### src/core/status_pkg.sv
//==========================================================================
// Status byte constants.
//==========================================================================
package status_pkg;
    localparam logic [7:0] CMD_VOUT_STATUS = 8'h7A;
    localparam logic [7:0] CMD_IOUT_STATUS = 8'h7B;
    localparam logic [7:0] CMD_INPUT_STATUS = 8'h7C;
    localparam logic [7:0] CMD_VENDOR_STATUS = 8'h80;
    localparam logic [7:0] STATUS_RESET = 8'h00;
    localparam int BIT_VOUT_OV = 6;
    localparam int BIT_VOUT_UV = 5;
    localparam int BIT_TIMED_OVERCURRENT_FAULT = 7;
    localparam int BIT_OUTPUT_OVERCURRENT_WARNING = 5;
    localparam int BIT_INPUT_OVERVOLTAGE_PIN_FAULT = 7;
    localparam int BIT_INPUT_OVERVOLTAGE_WARNING = 6;
    localparam int BIT_INPUT_UNDERVOLTAGE_WARNING = 5;
    localparam int BIT_INPUT_UNDERVOLTAGE_PIN_FAULT = 4;
    localparam int BIT_PIN_OP = 0;
    localparam int BIT_SWITCH_SHORT = 7;
    localparam int BIT_UV_LIVE = 6;
    localparam int BIT_OV_LIVE = 5;
    localparam int BIT_INLIM = 3;
    localparam int BIT_WARN2 = 0;
    typedef enum logic [1:0] {
        CAUSE_NONE = 2'b00,
        CAUSE_OC   = 2'b01,
        CAUSE_UV   = 2'b10,
        CAUSE_OV   = 2'b11
    } cause_t;
endpackage : status_pkg

### src/core/hot_swap_status_registers.sv
`timescale 1ns/1ps
`default_nettype none
//==========================================================================
// Hot swap status bytes with read-byte command port.
//==========================================================================
module hot_swap_status_registers
    import status_pkg::*;
(
    input  wire logic       clk_sys,
    input  wire logic       rst_n,
    // Read-byte command port from the bus engine.
    input  wire logic       rd_req,
    input  wire logic [7:0] rd_cmd,
    output logic [7:0]      rd_data_ff,
    output logic            rd_valid_ff,
    output logic            rd_unsupported_ff,
    // Clear request for all latched status.
    input  wire logic       clear_faults,
    // Power monitor events.
    input  wire logic       output_overvoltage_warning,
    input  wire logic       output_undervoltage_warning,
    input  wire logic       output_overcurrent_warning,
    input  wire logic       input_overvoltage_warning,
    input  wire logic       input_undervoltage_warning,
    input  wire logic       input_overpower_warning,
    input  wire logic       second_current_over,
    input  wire logic       second_current_under,
    input  wire logic       second_warning_polarity_select,
    // Protection events.
    input  wire logic       timed_overcurrent_fault,
    input  wire logic       gate_shut_down,
    input  wire logic       active_current_limiting,
    input  wire logic       pass_switch_suspect_short,
    input  wire logic       under_threshold_comparator_live,
    input  wire logic       over_threshold_comparator_live,
    input  wire logic       host_turn_on,
    // Summary flags for the status word.
    output logic [3:0]      summary_ff
);
    //======================================================================
    // Event gathering.
    //======================================================================
    logic [7:0] vout_set;
    logic [7:0] iout_set;
    logic [7:0] input_set;
    logic [7:0] vendor_set;
    logic [7:0] clr_all;
    logic [7:0] vout_ff;
    logic [7:0] iout_ff;
    logic [7:0] input_ff;
    logic [7:0] vendor_ff;
    logic       oc_shutdown;
    logic       warn2_hit;
    cause_t     cause_ff;
    logic [7:0] vendor_byte;
    logic [7:0] nxt_rd_data;
    logic       nxt_unsupported;

    // One clear level reaches every bit of every bank.
    assign clr_all = {8{clear_faults}};
    assign oc_shutdown = timed_overcurrent_fault & gate_shut_down;
    assign warn2_hit = second_warning_polarity_select ?
                       second_current_under : second_current_over;

    // Reserved positions stay zero because no set line feeds them.
    always_comb begin
        vout_set = 8'h00;
        iout_set = 8'h00;
        input_set = 8'h00;
        vendor_set = 8'h00;
        vout_set[BIT_VOUT_OV] = output_overvoltage_warning;
        vout_set[BIT_VOUT_UV] = output_undervoltage_warning;
        iout_set[BIT_TIMED_OVERCURRENT_FAULT] = oc_shutdown;
        iout_set[BIT_OUTPUT_OVERCURRENT_WARNING] = output_overcurrent_warning;
        input_set[BIT_INPUT_OVERVOLTAGE_PIN_FAULT] = over_threshold_comparator_live;
        input_set[BIT_INPUT_OVERVOLTAGE_WARNING] = input_overvoltage_warning;
        input_set[BIT_INPUT_UNDERVOLTAGE_WARNING] = input_undervoltage_warning;
        input_set[BIT_INPUT_UNDERVOLTAGE_PIN_FAULT] = under_threshold_comparator_live;
        input_set[BIT_PIN_OP] = input_overpower_warning;
        vendor_set[BIT_SWITCH_SHORT] = pass_switch_suspect_short;
        vendor_set[BIT_INLIM] = active_current_limiting;
        vendor_set[BIT_WARN2] = warn2_hit;
    end

    //======================================================================
    // Latched flag banks.
    //======================================================================
    sticky_flags #(.WIDTH(8)) u_vout (
        .clk_sys  (clk_sys),
        .rst_n    (rst_n),
        .set_in   (vout_set),
        .clr_in   (clr_all),
        .flags_ff (vout_ff)
    );
    sticky_flags #(.WIDTH(8)) u_iout (
        .clk_sys  (clk_sys),
        .rst_n    (rst_n),
        .set_in   (iout_set),
        .clr_in   (clr_all),
        .flags_ff (iout_ff)
    );
    sticky_flags #(.WIDTH(8)) u_input (
        .clk_sys  (clk_sys),
        .rst_n    (rst_n),
        .set_in   (input_set),
        .clr_in   (clr_all),
        .flags_ff (input_ff)
    );
    sticky_flags #(.WIDTH(8)) u_vendor (
        .clk_sys  (clk_sys),
        .rst_n    (rst_n),
        .set_in   (vendor_set),
        .clr_in   (clr_all),
        .flags_ff (vendor_ff)
    );
    cause_latch u_cause (
        .clk_sys      (clk_sys),
        .rst_n        (rst_n),
        .oc_shutdown  (oc_shutdown),
        .uv_shutdown  (under_threshold_comparator_live & gate_shut_down),
        .ov_shutdown  (over_threshold_comparator_live & gate_shut_down),
        .host_turn_on (host_turn_on),
        .clr          (clear_faults),
        .cause_ff     (cause_ff)
    );

    // Live comparator bits and cause merge into the latched vendor bits.
    always_comb begin
        vendor_byte = vendor_ff;
        vendor_byte[BIT_UV_LIVE] = under_threshold_comparator_live;
        vendor_byte[BIT_OV_LIVE] = over_threshold_comparator_live;
        vendor_byte[2:1] = cause_ff;
    end

    //======================================================================
    // Read-byte decode.
    //======================================================================
    // Unknown codes return zero and flag the access for the bus engine.
    always_comb begin
        nxt_rd_data = STATUS_RESET;
        nxt_unsupported = 1'b0;
        if (rd_cmd == CMD_VOUT_STATUS) begin
            nxt_rd_data = vout_ff;
        end else if (rd_cmd == CMD_IOUT_STATUS) begin
            nxt_rd_data = iout_ff;
        end else if (rd_cmd == CMD_INPUT_STATUS) begin
            nxt_rd_data = input_ff;
        end else if (rd_cmd == CMD_VENDOR_STATUS) begin
            nxt_rd_data = vendor_byte;
        end else begin
            nxt_unsupported = 1'b1;
        end
    end

    // Answer registered one cycle after the request.
    always_ff @(posedge clk_sys) begin
        if (!rst_n) begin
            rd_data_ff <= STATUS_RESET;
            rd_valid_ff <= 1'b0;
            rd_unsupported_ff <= 1'b0;
        end else begin
            rd_valid_ff <= rd_req;
            if (rd_req) begin
                rd_data_ff <= nxt_rd_data;
                rd_unsupported_ff <= nxt_unsupported;
            end
        end
    end

    // Summary flags follow the bytes one cycle late.
    // summary per byte
    always_ff @(posedge clk_sys) begin
        if (!rst_n) begin
            summary_ff <= 4'h0;
        end else begin
            summary_ff <= {|vout_ff, |iout_ff, |input_ff, |vendor_byte};
        end
    end

    //======================================================================
    // Checks.
    //======================================================================
    // reserved bits zero
    chk_vout_read: assert property (
        @(posedge clk_sys) disable iff (!rst_n)
        (rd_req && rd_cmd == CMD_VOUT_STATUS) |=>
        (rd_valid_ff && rd_data_ff[7] == 1'b0 && rd_data_ff[4:0] == 5'h00))
        else $error("output voltage byte reserved bits set");

    chk_vout_ov: assert property (
        @(posedge clk_sys) disable iff (!rst_n)
        output_overvoltage_warning |=> vout_ff[BIT_VOUT_OV])
        else $error("output overvoltage not latched");

    chk_vout_uv: assert property (
        @(posedge clk_sys) disable iff (!rst_n)
        output_undervoltage_warning |=> vout_ff[BIT_VOUT_UV])
        else $error("output undervoltage not latched");

    chk_iout_read: assert property (
        @(posedge clk_sys) disable iff (!rst_n)
        (rd_req && rd_cmd == CMD_IOUT_STATUS) |=>
        (rd_data_ff[6] == 1'b0 && rd_data_ff[4:0] == 5'h00))
        else $error("output current reserved bits set");

    chk_oc_fault: assert property (
        @(posedge clk_sys) disable iff (!rst_n)
        (!iout_ff[BIT_TIMED_OVERCURRENT_FAULT] && !gate_shut_down)
        |=> !iout_ff[BIT_TIMED_OVERCURRENT_FAULT])
        else $error("overcurrent fault without shutdown");

    chk_oc_latch: assert property (
        @(posedge clk_sys) disable iff (!rst_n)
        oc_shutdown |=> iout_ff[BIT_TIMED_OVERCURRENT_FAULT])
        else $error("timed overcurrent fault not latched");

    chk_oc_warn: assert property (
        @(posedge clk_sys) disable iff (!rst_n)
        output_overcurrent_warning |=> iout_ff[BIT_OUTPUT_OVERCURRENT_WARNING])
        else $error("overcurrent warning not latched");

    chk_input_read: assert property (
        @(posedge clk_sys) disable iff (!rst_n)
        (rd_req && rd_cmd == CMD_INPUT_STATUS) |=> rd_data_ff[3:1] == 3'h0)
        else $error("input byte reserved bits set");

    chk_vin_ovpin: assert property (
        @(posedge clk_sys) disable iff (!rst_n)
        over_threshold_comparator_live |=> input_ff[BIT_INPUT_OVERVOLTAGE_PIN_FAULT])
        else $error("overvoltage pin fault not latched");

    chk_vin_warn: assert property (
        @(posedge clk_sys) disable iff (!rst_n)
        (input_overvoltage_warning && input_undervoltage_warning)
        |=> (input_ff[BIT_INPUT_OVERVOLTAGE_WARNING] && input_ff[BIT_INPUT_UNDERVOLTAGE_WARNING]))
        else $error("input warnings not latched");

    chk_vin_uvpin: assert property (
        @(posedge clk_sys) disable iff (!rst_n)
        under_threshold_comparator_live |=> input_ff[BIT_INPUT_UNDERVOLTAGE_PIN_FAULT])
        else $error("undervoltage pin fault not latched");

    chk_overpower: assert property (
        @(posedge clk_sys) disable iff (!rst_n)
        input_overpower_warning |=> input_ff[BIT_PIN_OP])
        else $error("overpower not latched");

    chk_vendor_read: assert property (
        @(posedge clk_sys) disable iff (!rst_n)
        (rd_req && rd_cmd == CMD_VENDOR_STATUS) |=> rd_data_ff[4] == 1'b0)
        else $error("vendor reserved bit set");

    chk_switch_short: assert property (
        @(posedge clk_sys) disable iff (!rst_n)
        pass_switch_suspect_short |=> vendor_ff[BIT_SWITCH_SHORT])
        else $error("switch short not latched");

    chk_live_cmp: assert property (
        @(posedge clk_sys) disable iff (!rst_n)
        (rd_req && rd_cmd == CMD_VENDOR_STATUS) |=>
        (rd_data_ff[6] == $past(under_threshold_comparator_live)
         && rd_data_ff[5] == $past(over_threshold_comparator_live)))
        else $error("live comparator bits wrong");

    chk_inlim: assert property (
        @(posedge clk_sys) disable iff (!rst_n)
        active_current_limiting |=> vendor_ff[BIT_INLIM])
        else $error("current limiting not latched at once");

    chk_cause_uv: assert property (
        @(posedge clk_sys) disable iff (!rst_n)
        (under_threshold_comparator_live && gate_shut_down
         && !over_threshold_comparator_live) |=> cause_ff == CAUSE_UV)
        else $error("undervoltage cause not recorded");

    chk_cause_oc: assert property (
        @(posedge clk_sys) disable iff (!rst_n)
        (oc_shutdown && !under_threshold_comparator_live
         && !over_threshold_comparator_live) |=> cause_ff == CAUSE_OC)
        else $error("overcurrent cause not recorded");

    chk_warn2: assert property (
        @(posedge clk_sys) disable iff (!rst_n)
        (second_warning_polarity_select && second_current_under)
        |=> vendor_ff[BIT_WARN2])
        else $error("second warning not latched");

    chk_warn2_over: assert property (
        @(posedge clk_sys) disable iff (!rst_n)
        (!second_warning_polarity_select && second_current_over)
        |=> vendor_ff[BIT_WARN2])
        else $error("second overcurrent warning not latched");

    chk_summary: assert property (
        @(posedge clk_sys) disable iff (!rst_n)
        1'b1 |=> summary_ff == {|$past(vout_ff), |$past(iout_ff),
                                |$past(input_ff), |$past(vendor_byte)})
        else $error("summary flag wrong");

    chk_clear_vout: assert property (
        @(posedge clk_sys) disable iff (!rst_n)
        (clear_faults && !output_overvoltage_warning
         && !output_undervoltage_warning) |=> vout_ff == STATUS_RESET)
        else $error("output voltage flags survived clear");

    chk_reset_zero: assert property (
        @(posedge clk_sys)
        !rst_n |=> (vout_ff == STATUS_RESET && iout_ff == STATUS_RESET
                    && input_ff == STATUS_RESET && vendor_ff == STATUS_RESET
                    && cause_ff == CAUSE_NONE))
        else $error("latched status survived reset");

    chk_unknown_cmd: assert property (
        @(posedge clk_sys) disable iff (!rst_n)
        (rd_req && rd_cmd != CMD_VOUT_STATUS && rd_cmd != CMD_IOUT_STATUS
         && rd_cmd != CMD_INPUT_STATUS && rd_cmd != CMD_VENDOR_STATUS)
        |=> (rd_unsupported_ff && rd_data_ff == STATUS_RESET))
        else $error("unknown code not refused");
endmodule : hot_swap_status_registers
`default_nettype wire

### src/core/sticky_flags.sv
`timescale 1ns/1ps
`default_nettype none
//==========================================================================
// Bank of sticky flags; a set in the clear cycle wins.
//==========================================================================
module sticky_flags
    import status_pkg::*;
#(
    parameter int WIDTH = 8
) (
    input  wire logic             clk_sys,
    input  wire logic             rst_n,
    input  wire logic [WIDTH-1:0] set_in,
    input  wire logic [WIDTH-1:0] clr_in,
    output logic      [WIDTH-1:0] flags_ff
);
    // Flags hold until cleared, set taking priority over clear.
    // hold until clear
    always_ff @(posedge clk_sys) begin
        if (!rst_n) begin
            flags_ff <= '0;
        end else begin
            flags_ff <= (flags_ff & ~clr_in) | set_in;
        end
    end

    chk_flag_holds: assert property (
        @(posedge clk_sys) disable iff (!rst_n)
        1'b1 |=> ((flags_ff & $past(flags_ff) & ~$past(clr_in))
                  == ($past(flags_ff) & ~$past(clr_in))))
        else $error("sticky flag dropped without clear");
endmodule : sticky_flags
`default_nettype wire

### src/core/cause_latch.sv
`timescale 1ns/1ps
`default_nettype none
//==========================================================================
// Shutdown cause latch.
//==========================================================================
module cause_latch
    import status_pkg::*;
(
    input  wire logic clk_sys,
    input  wire logic rst_n,
    input  wire logic oc_shutdown,
    input  wire logic uv_shutdown,
    input  wire logic ov_shutdown,
    input  wire logic host_turn_on,
    input  wire logic clr,
    output cause_t    cause_ff
);
    // The newest fault overwrites the code; a host turn-on or clear
    // returns to normal. Overvoltage wins when several hit together.
    // cause code latch
    always_ff @(posedge clk_sys) begin
        if (!rst_n) begin
            cause_ff <= CAUSE_NONE;
        end else if (ov_shutdown) begin
            cause_ff <= CAUSE_OV;
        end else if (uv_shutdown) begin
            cause_ff <= CAUSE_UV;
        end else if (oc_shutdown) begin
            cause_ff <= CAUSE_OC;
        end else if (host_turn_on || clr) begin
            cause_ff <= CAUSE_NONE;
        end
    end

    chk_cause_ov: assert property (
        @(posedge clk_sys) disable iff (!rst_n)
        ov_shutdown |=> cause_ff == CAUSE_OV)
        else $error("overvoltage cause not recorded");
    chk_cause_clear: assert property (
        @(posedge clk_sys) disable iff (!rst_n)
        (host_turn_on && !ov_shutdown && !uv_shutdown && !oc_shutdown)
        |=> cause_ff == CAUSE_NONE)
        else $error("cause not returned to normal");
endmodule : cause_latch
`default_nettype wire

### config.mk
export PLATFORM = sky130hd
export DESIGN_NAME = hot_swap_status_registers
export DESIGN_NICKNAME = d
export VERILOG_FILES = /design/src/core/status_pkg.sv /design/src/core/hot_swap_status_registers.sv /design/src/core/sticky_flags.sv /design/src/core/cause_latch.sv
export SDC_FILE = /design/constraint.sdc
export NUM_CORES = 1
export LEC_CHECK = 0
export CAP_MARGIN = 20
export CELL_PAD_IN_SITES_DETAIL_PLACEMENT = 0
export CELL_PAD_IN_SITES_GLOBAL_PLACEMENT = 1
export CORE_MARGIN = 1.5
export CORE_UTILIZATION = 46
export DETAILED_ROUTE_END_ITERATION = 8
export DONT_BUFFER_PORTS = 1
export PLACE_DENSITY_LB_ADDON = 0.08
export SLEW_MARGIN = 20
export SYNTH_ARGS = -nofsm -noshare
export SYNTH_HDL_FRONTEND = slang
export SYNTH_SLANG_ARGS = --single-unit
### constraint.sdc
create_clock -name clk_sys -period 1.5 [get_ports clk_sys]
set_clock_uncertainty 0.15 [all_clocks]
set_input_delay 0.3 -clock clk_sys [delete_from_list [all_inputs] [get_ports clk_sys]]
set_output_delay 0.3 -clock clk_sys [all_outputs]
set_load 0.05 [all_outputs]
==> flow_metrics.tcl <==
set metrics [dict create \
    drc 0 \
    postRouteAntennaNets 0 \
    vias 1581 \
    final_nets 249 \
    finalCritPeriodShare_pct 92.12 \
    fin_util_pct 57.78 \
    cp-start-kind "flip-flop" \
    postRouteWirelength_um 4429 \
    setup_ws_ns 0.1182 \
    drive_above_1_share_pct 12.22 \
    cts_sinks 44 \
    vdd_ir_drop_max_mv 0.5219 \
    synth_nets 223 \
    syn_to_final_growth_pct 19.25 \
    syn-cell-area_um2 1800 \
    leakagePower_nw 0.8687 \
    rsz0062_at_grt "no" \
    root_buffer "clkbuf_8" \
    hpwl_um 3099 \
    endpoint_kind "output port" \
    drtIter0Drc 121 \
    io_buffers 0 \
    grt_use_total_pct 22.05 \
    vias_per_cell 5.877 \
    synth_top_family_by_area "simple AND/OR/NAND/NOR gates" \
    insertion_delay_ns 0.29 \
    hold_class "input port to flip-flop" \
    routabilityCongestion 0.9032 \
    fin_crit_ns 1.382 \
    regToRegSetupSlack_ns 0.34 \
    initial_core_util_pct 48.45 \
    syn_avg_cell_area_um2 9.233 \
    drv_slew 0 \
    regArea_um2 880.8 \
    synthMuxAreaShare_pct 0.5559 \
    cts_inserted_buffers 5 \
    cts.reportedPaths.clkPinSlew_ns 0.08 \
    critPathKind "flip-flop to output port" \
    die_w_um 65.56 \
    yosysUniqueCellTypes 35 \
    synth-xor-area-share_pct 0 \
    synth_simple_gate_area_share_pct 30.16 \
    status "complete, no violations" \
    ys_seq_elements 44 \
    ioPinCount 42 \
    multi_input_area_um2 863.3 \
    relSlewSlack_pct 66.66 \
    htree_levels 2 \
    hold_violations 0 \
    syn_inst 195 \
    dieHeight_um 65.56 \
    coreArea_um2 3716 \
    dr.pass1.iters 4 \
    first_global_vias 1502 \
    dieArea_um2 4298 \
    most-common-layout-cells "dfxtp_1, buf_4, a21oi_1, nor2_1, and3_1" \
    synth_compound_area_share_pct 17.23 \
    synth-adder-area-share_pct 0 \
    worst-path-max-fanout 2 \
    synth-seq-area-share_pct 48.92 \
    grt_max_degree 29 \
    yosysWarnings 0 \
    maxCapViolations 0 \
    diodes 0 \
    tns_ns 0 \
    p_per_area_nw_per_um2 992.4 \
    cts_tree "built" \
    finalSetupViolations 0 \
    antenna_found_initial 0 \
    n_fill_cell 343 \
    wl_per_cell_um 16.46 \
    pre_cts_ws_ns -0.0002544 \
    tightest_slew_ns 0.4995 \
    clockBufferDepth 2 \
    arrival_ns 0.93 \
    ctsResizeCount 0 \
    num_rows 22 \
    grt_overflow 0 \
    required_ns 1.05 \
    grt_pass1_wl_um 7127 \
    max_freq_mhz 723.7 \
    final_common_cell "dfxtp_1" \
]
## logic make-up after synthesis
group | Yosys count
and+or+nand+nor | 91
AOI/OAI and AO/OA | 46
DFF | 44
buffers and inverters | 13
muxes | 1
## registers in the layout, summed over array words and instances, names as in the netlist
name / cells
u_cause.cause_ff: 2
u_input.flags_ff: 8
rd_valid_ff: 1
u_iout.flags_ff: 8
u_vendor.flags_ff: 4
rd_unsupported_ff: 1
summary_ff: 4
rd_data_ff: 8
u_vout.flags_ff: 8
## final timing paths
path,depth (start not counted),endpoint,start
worst min-delay path,2,rd_data_ff[1]$_SDFFE_PN0P_,rst_n
worst min register to register,2,u_cause.cause_ff[1]$_SDFFE_PN0P_,u_cause.cause_ff[1]$_SDFFE_PN0P_
worst max-delay path,0,rd_unsupported_ff,rd_unsupported_ff$_SDFFE_PN0P_
worst max register to register,4,rd_data_ff[5]$_SDFFE_PN0P_,u_iout.flags_ff[5]$_SDFF_PN0_
## repair_timing
action,in CTS,in global routing
setup buffers,0,0
hold buffers,13,0
hold endpoints to repair,16,0
## power by group
part           internal [mW]  switching (mW)
Combinational         0.0898          0.0831
Sequential              1.20          0.0677
Clock                  0.317           0.370
Total                   1.61           0.521
## routing by layer
| metal | wire, um | part of all wire [%] | global-route usage, % | vias to the layer above |
|---|---|---|---|---|
| met4 | 78 | 1.8 | 9.375 | 0 |
| met3 | 194 | 4.4 | 5.137 | 9 |
| met5 | 0 | 0 | 0 | - |
| li1 | - | - | - | 776 |
| met1 | 2073 | 47 | 28.68 | 746 |
| met2 | 2083 | 47 | 35.08 | 50 |
## worst register-to-register path: cells and delay by family (launching register included)
family,cells,cell delay (ns)
AOI/OAI and AO/OA,2,0.30
and+or+nand+nor,2,0.28
DFF,1,0.33
## cells in the mapped netlist
master | instances | area (um2)
inv_1 | 1 | 3.750
and3_1 | 16 | 100.1
nor2b_1 | 9 | 56.30
mux2i_1 | 1 | 10.01
nand2_1 | 12 | 45.04
nor3b_4 | 1 | 18.77
buf_1 | 1 | 3.750
buf_2 | 3 | 15.01
dfxtp_1 | 44 | 880.8
nand2b_1 | 7 | 43.79
clkinv_1 | 1 | 3.750
and3b_1 | 1 | 8.760
and4b_1 | 1 | 10.01
and2b_1 | 1 | 7.510
nor4b_4 | 1 | 23.77
clkbuf_1 | 6 | 22.52
nor2_2 | 1 | 6.260
nor4_1 | 7 | 43.79
and4_1 | 1 | 8.760
nand3_1 | 3 | 15.01
a2bb2oi_1 | 1 | 8.760
and2_1 | 2 | 12.51
a22oi_1 | 9 | 67.56
buf_4 | 1 | 7.510
nand4b_1 | 1 | 8.760
o21ai_0 | 2 | 10.01
o211ai_1 | 8 | 60.06
a31oi_1 | 1 | 6.260
nor3_1 | 1 | 5.000
a21oi_1 | 16 | 80.08
nor2_1 | 16 | 60.06
nand4_1 | 9 | 56.30
a211oi_1 | 1 | 7.510
nand4_2 | 1 | 12.51
o221ai_1 | 8 | 70.07
## cell type report
class / count / share of cell area [%]
clock inverters: 1 / 0.2331
flip-flops and latches: 44 / 41.03
well taps: 48 / 2.797
clock buffers: 6 / 3.380
repair buffers: 30 / 12.00
inverters: 2 / 0.3497
multi-input cells: 138 / 40.21
## per-stage QoR
step	cells	cell area [um2]	hold WS [ns]	power [mW]
after floorplan	195	1800	0.2674	1.411
after global placement	249	1939	0.2424	1.436
after detailed placement	249	1939	0.2491	1.441
after CTS	269	2147	0.0009552	2.138
after global routing	269	2147	0.0007020	2.209
final	269	2147	0.002511	2.131
Power figures use the tool's default switching activity.
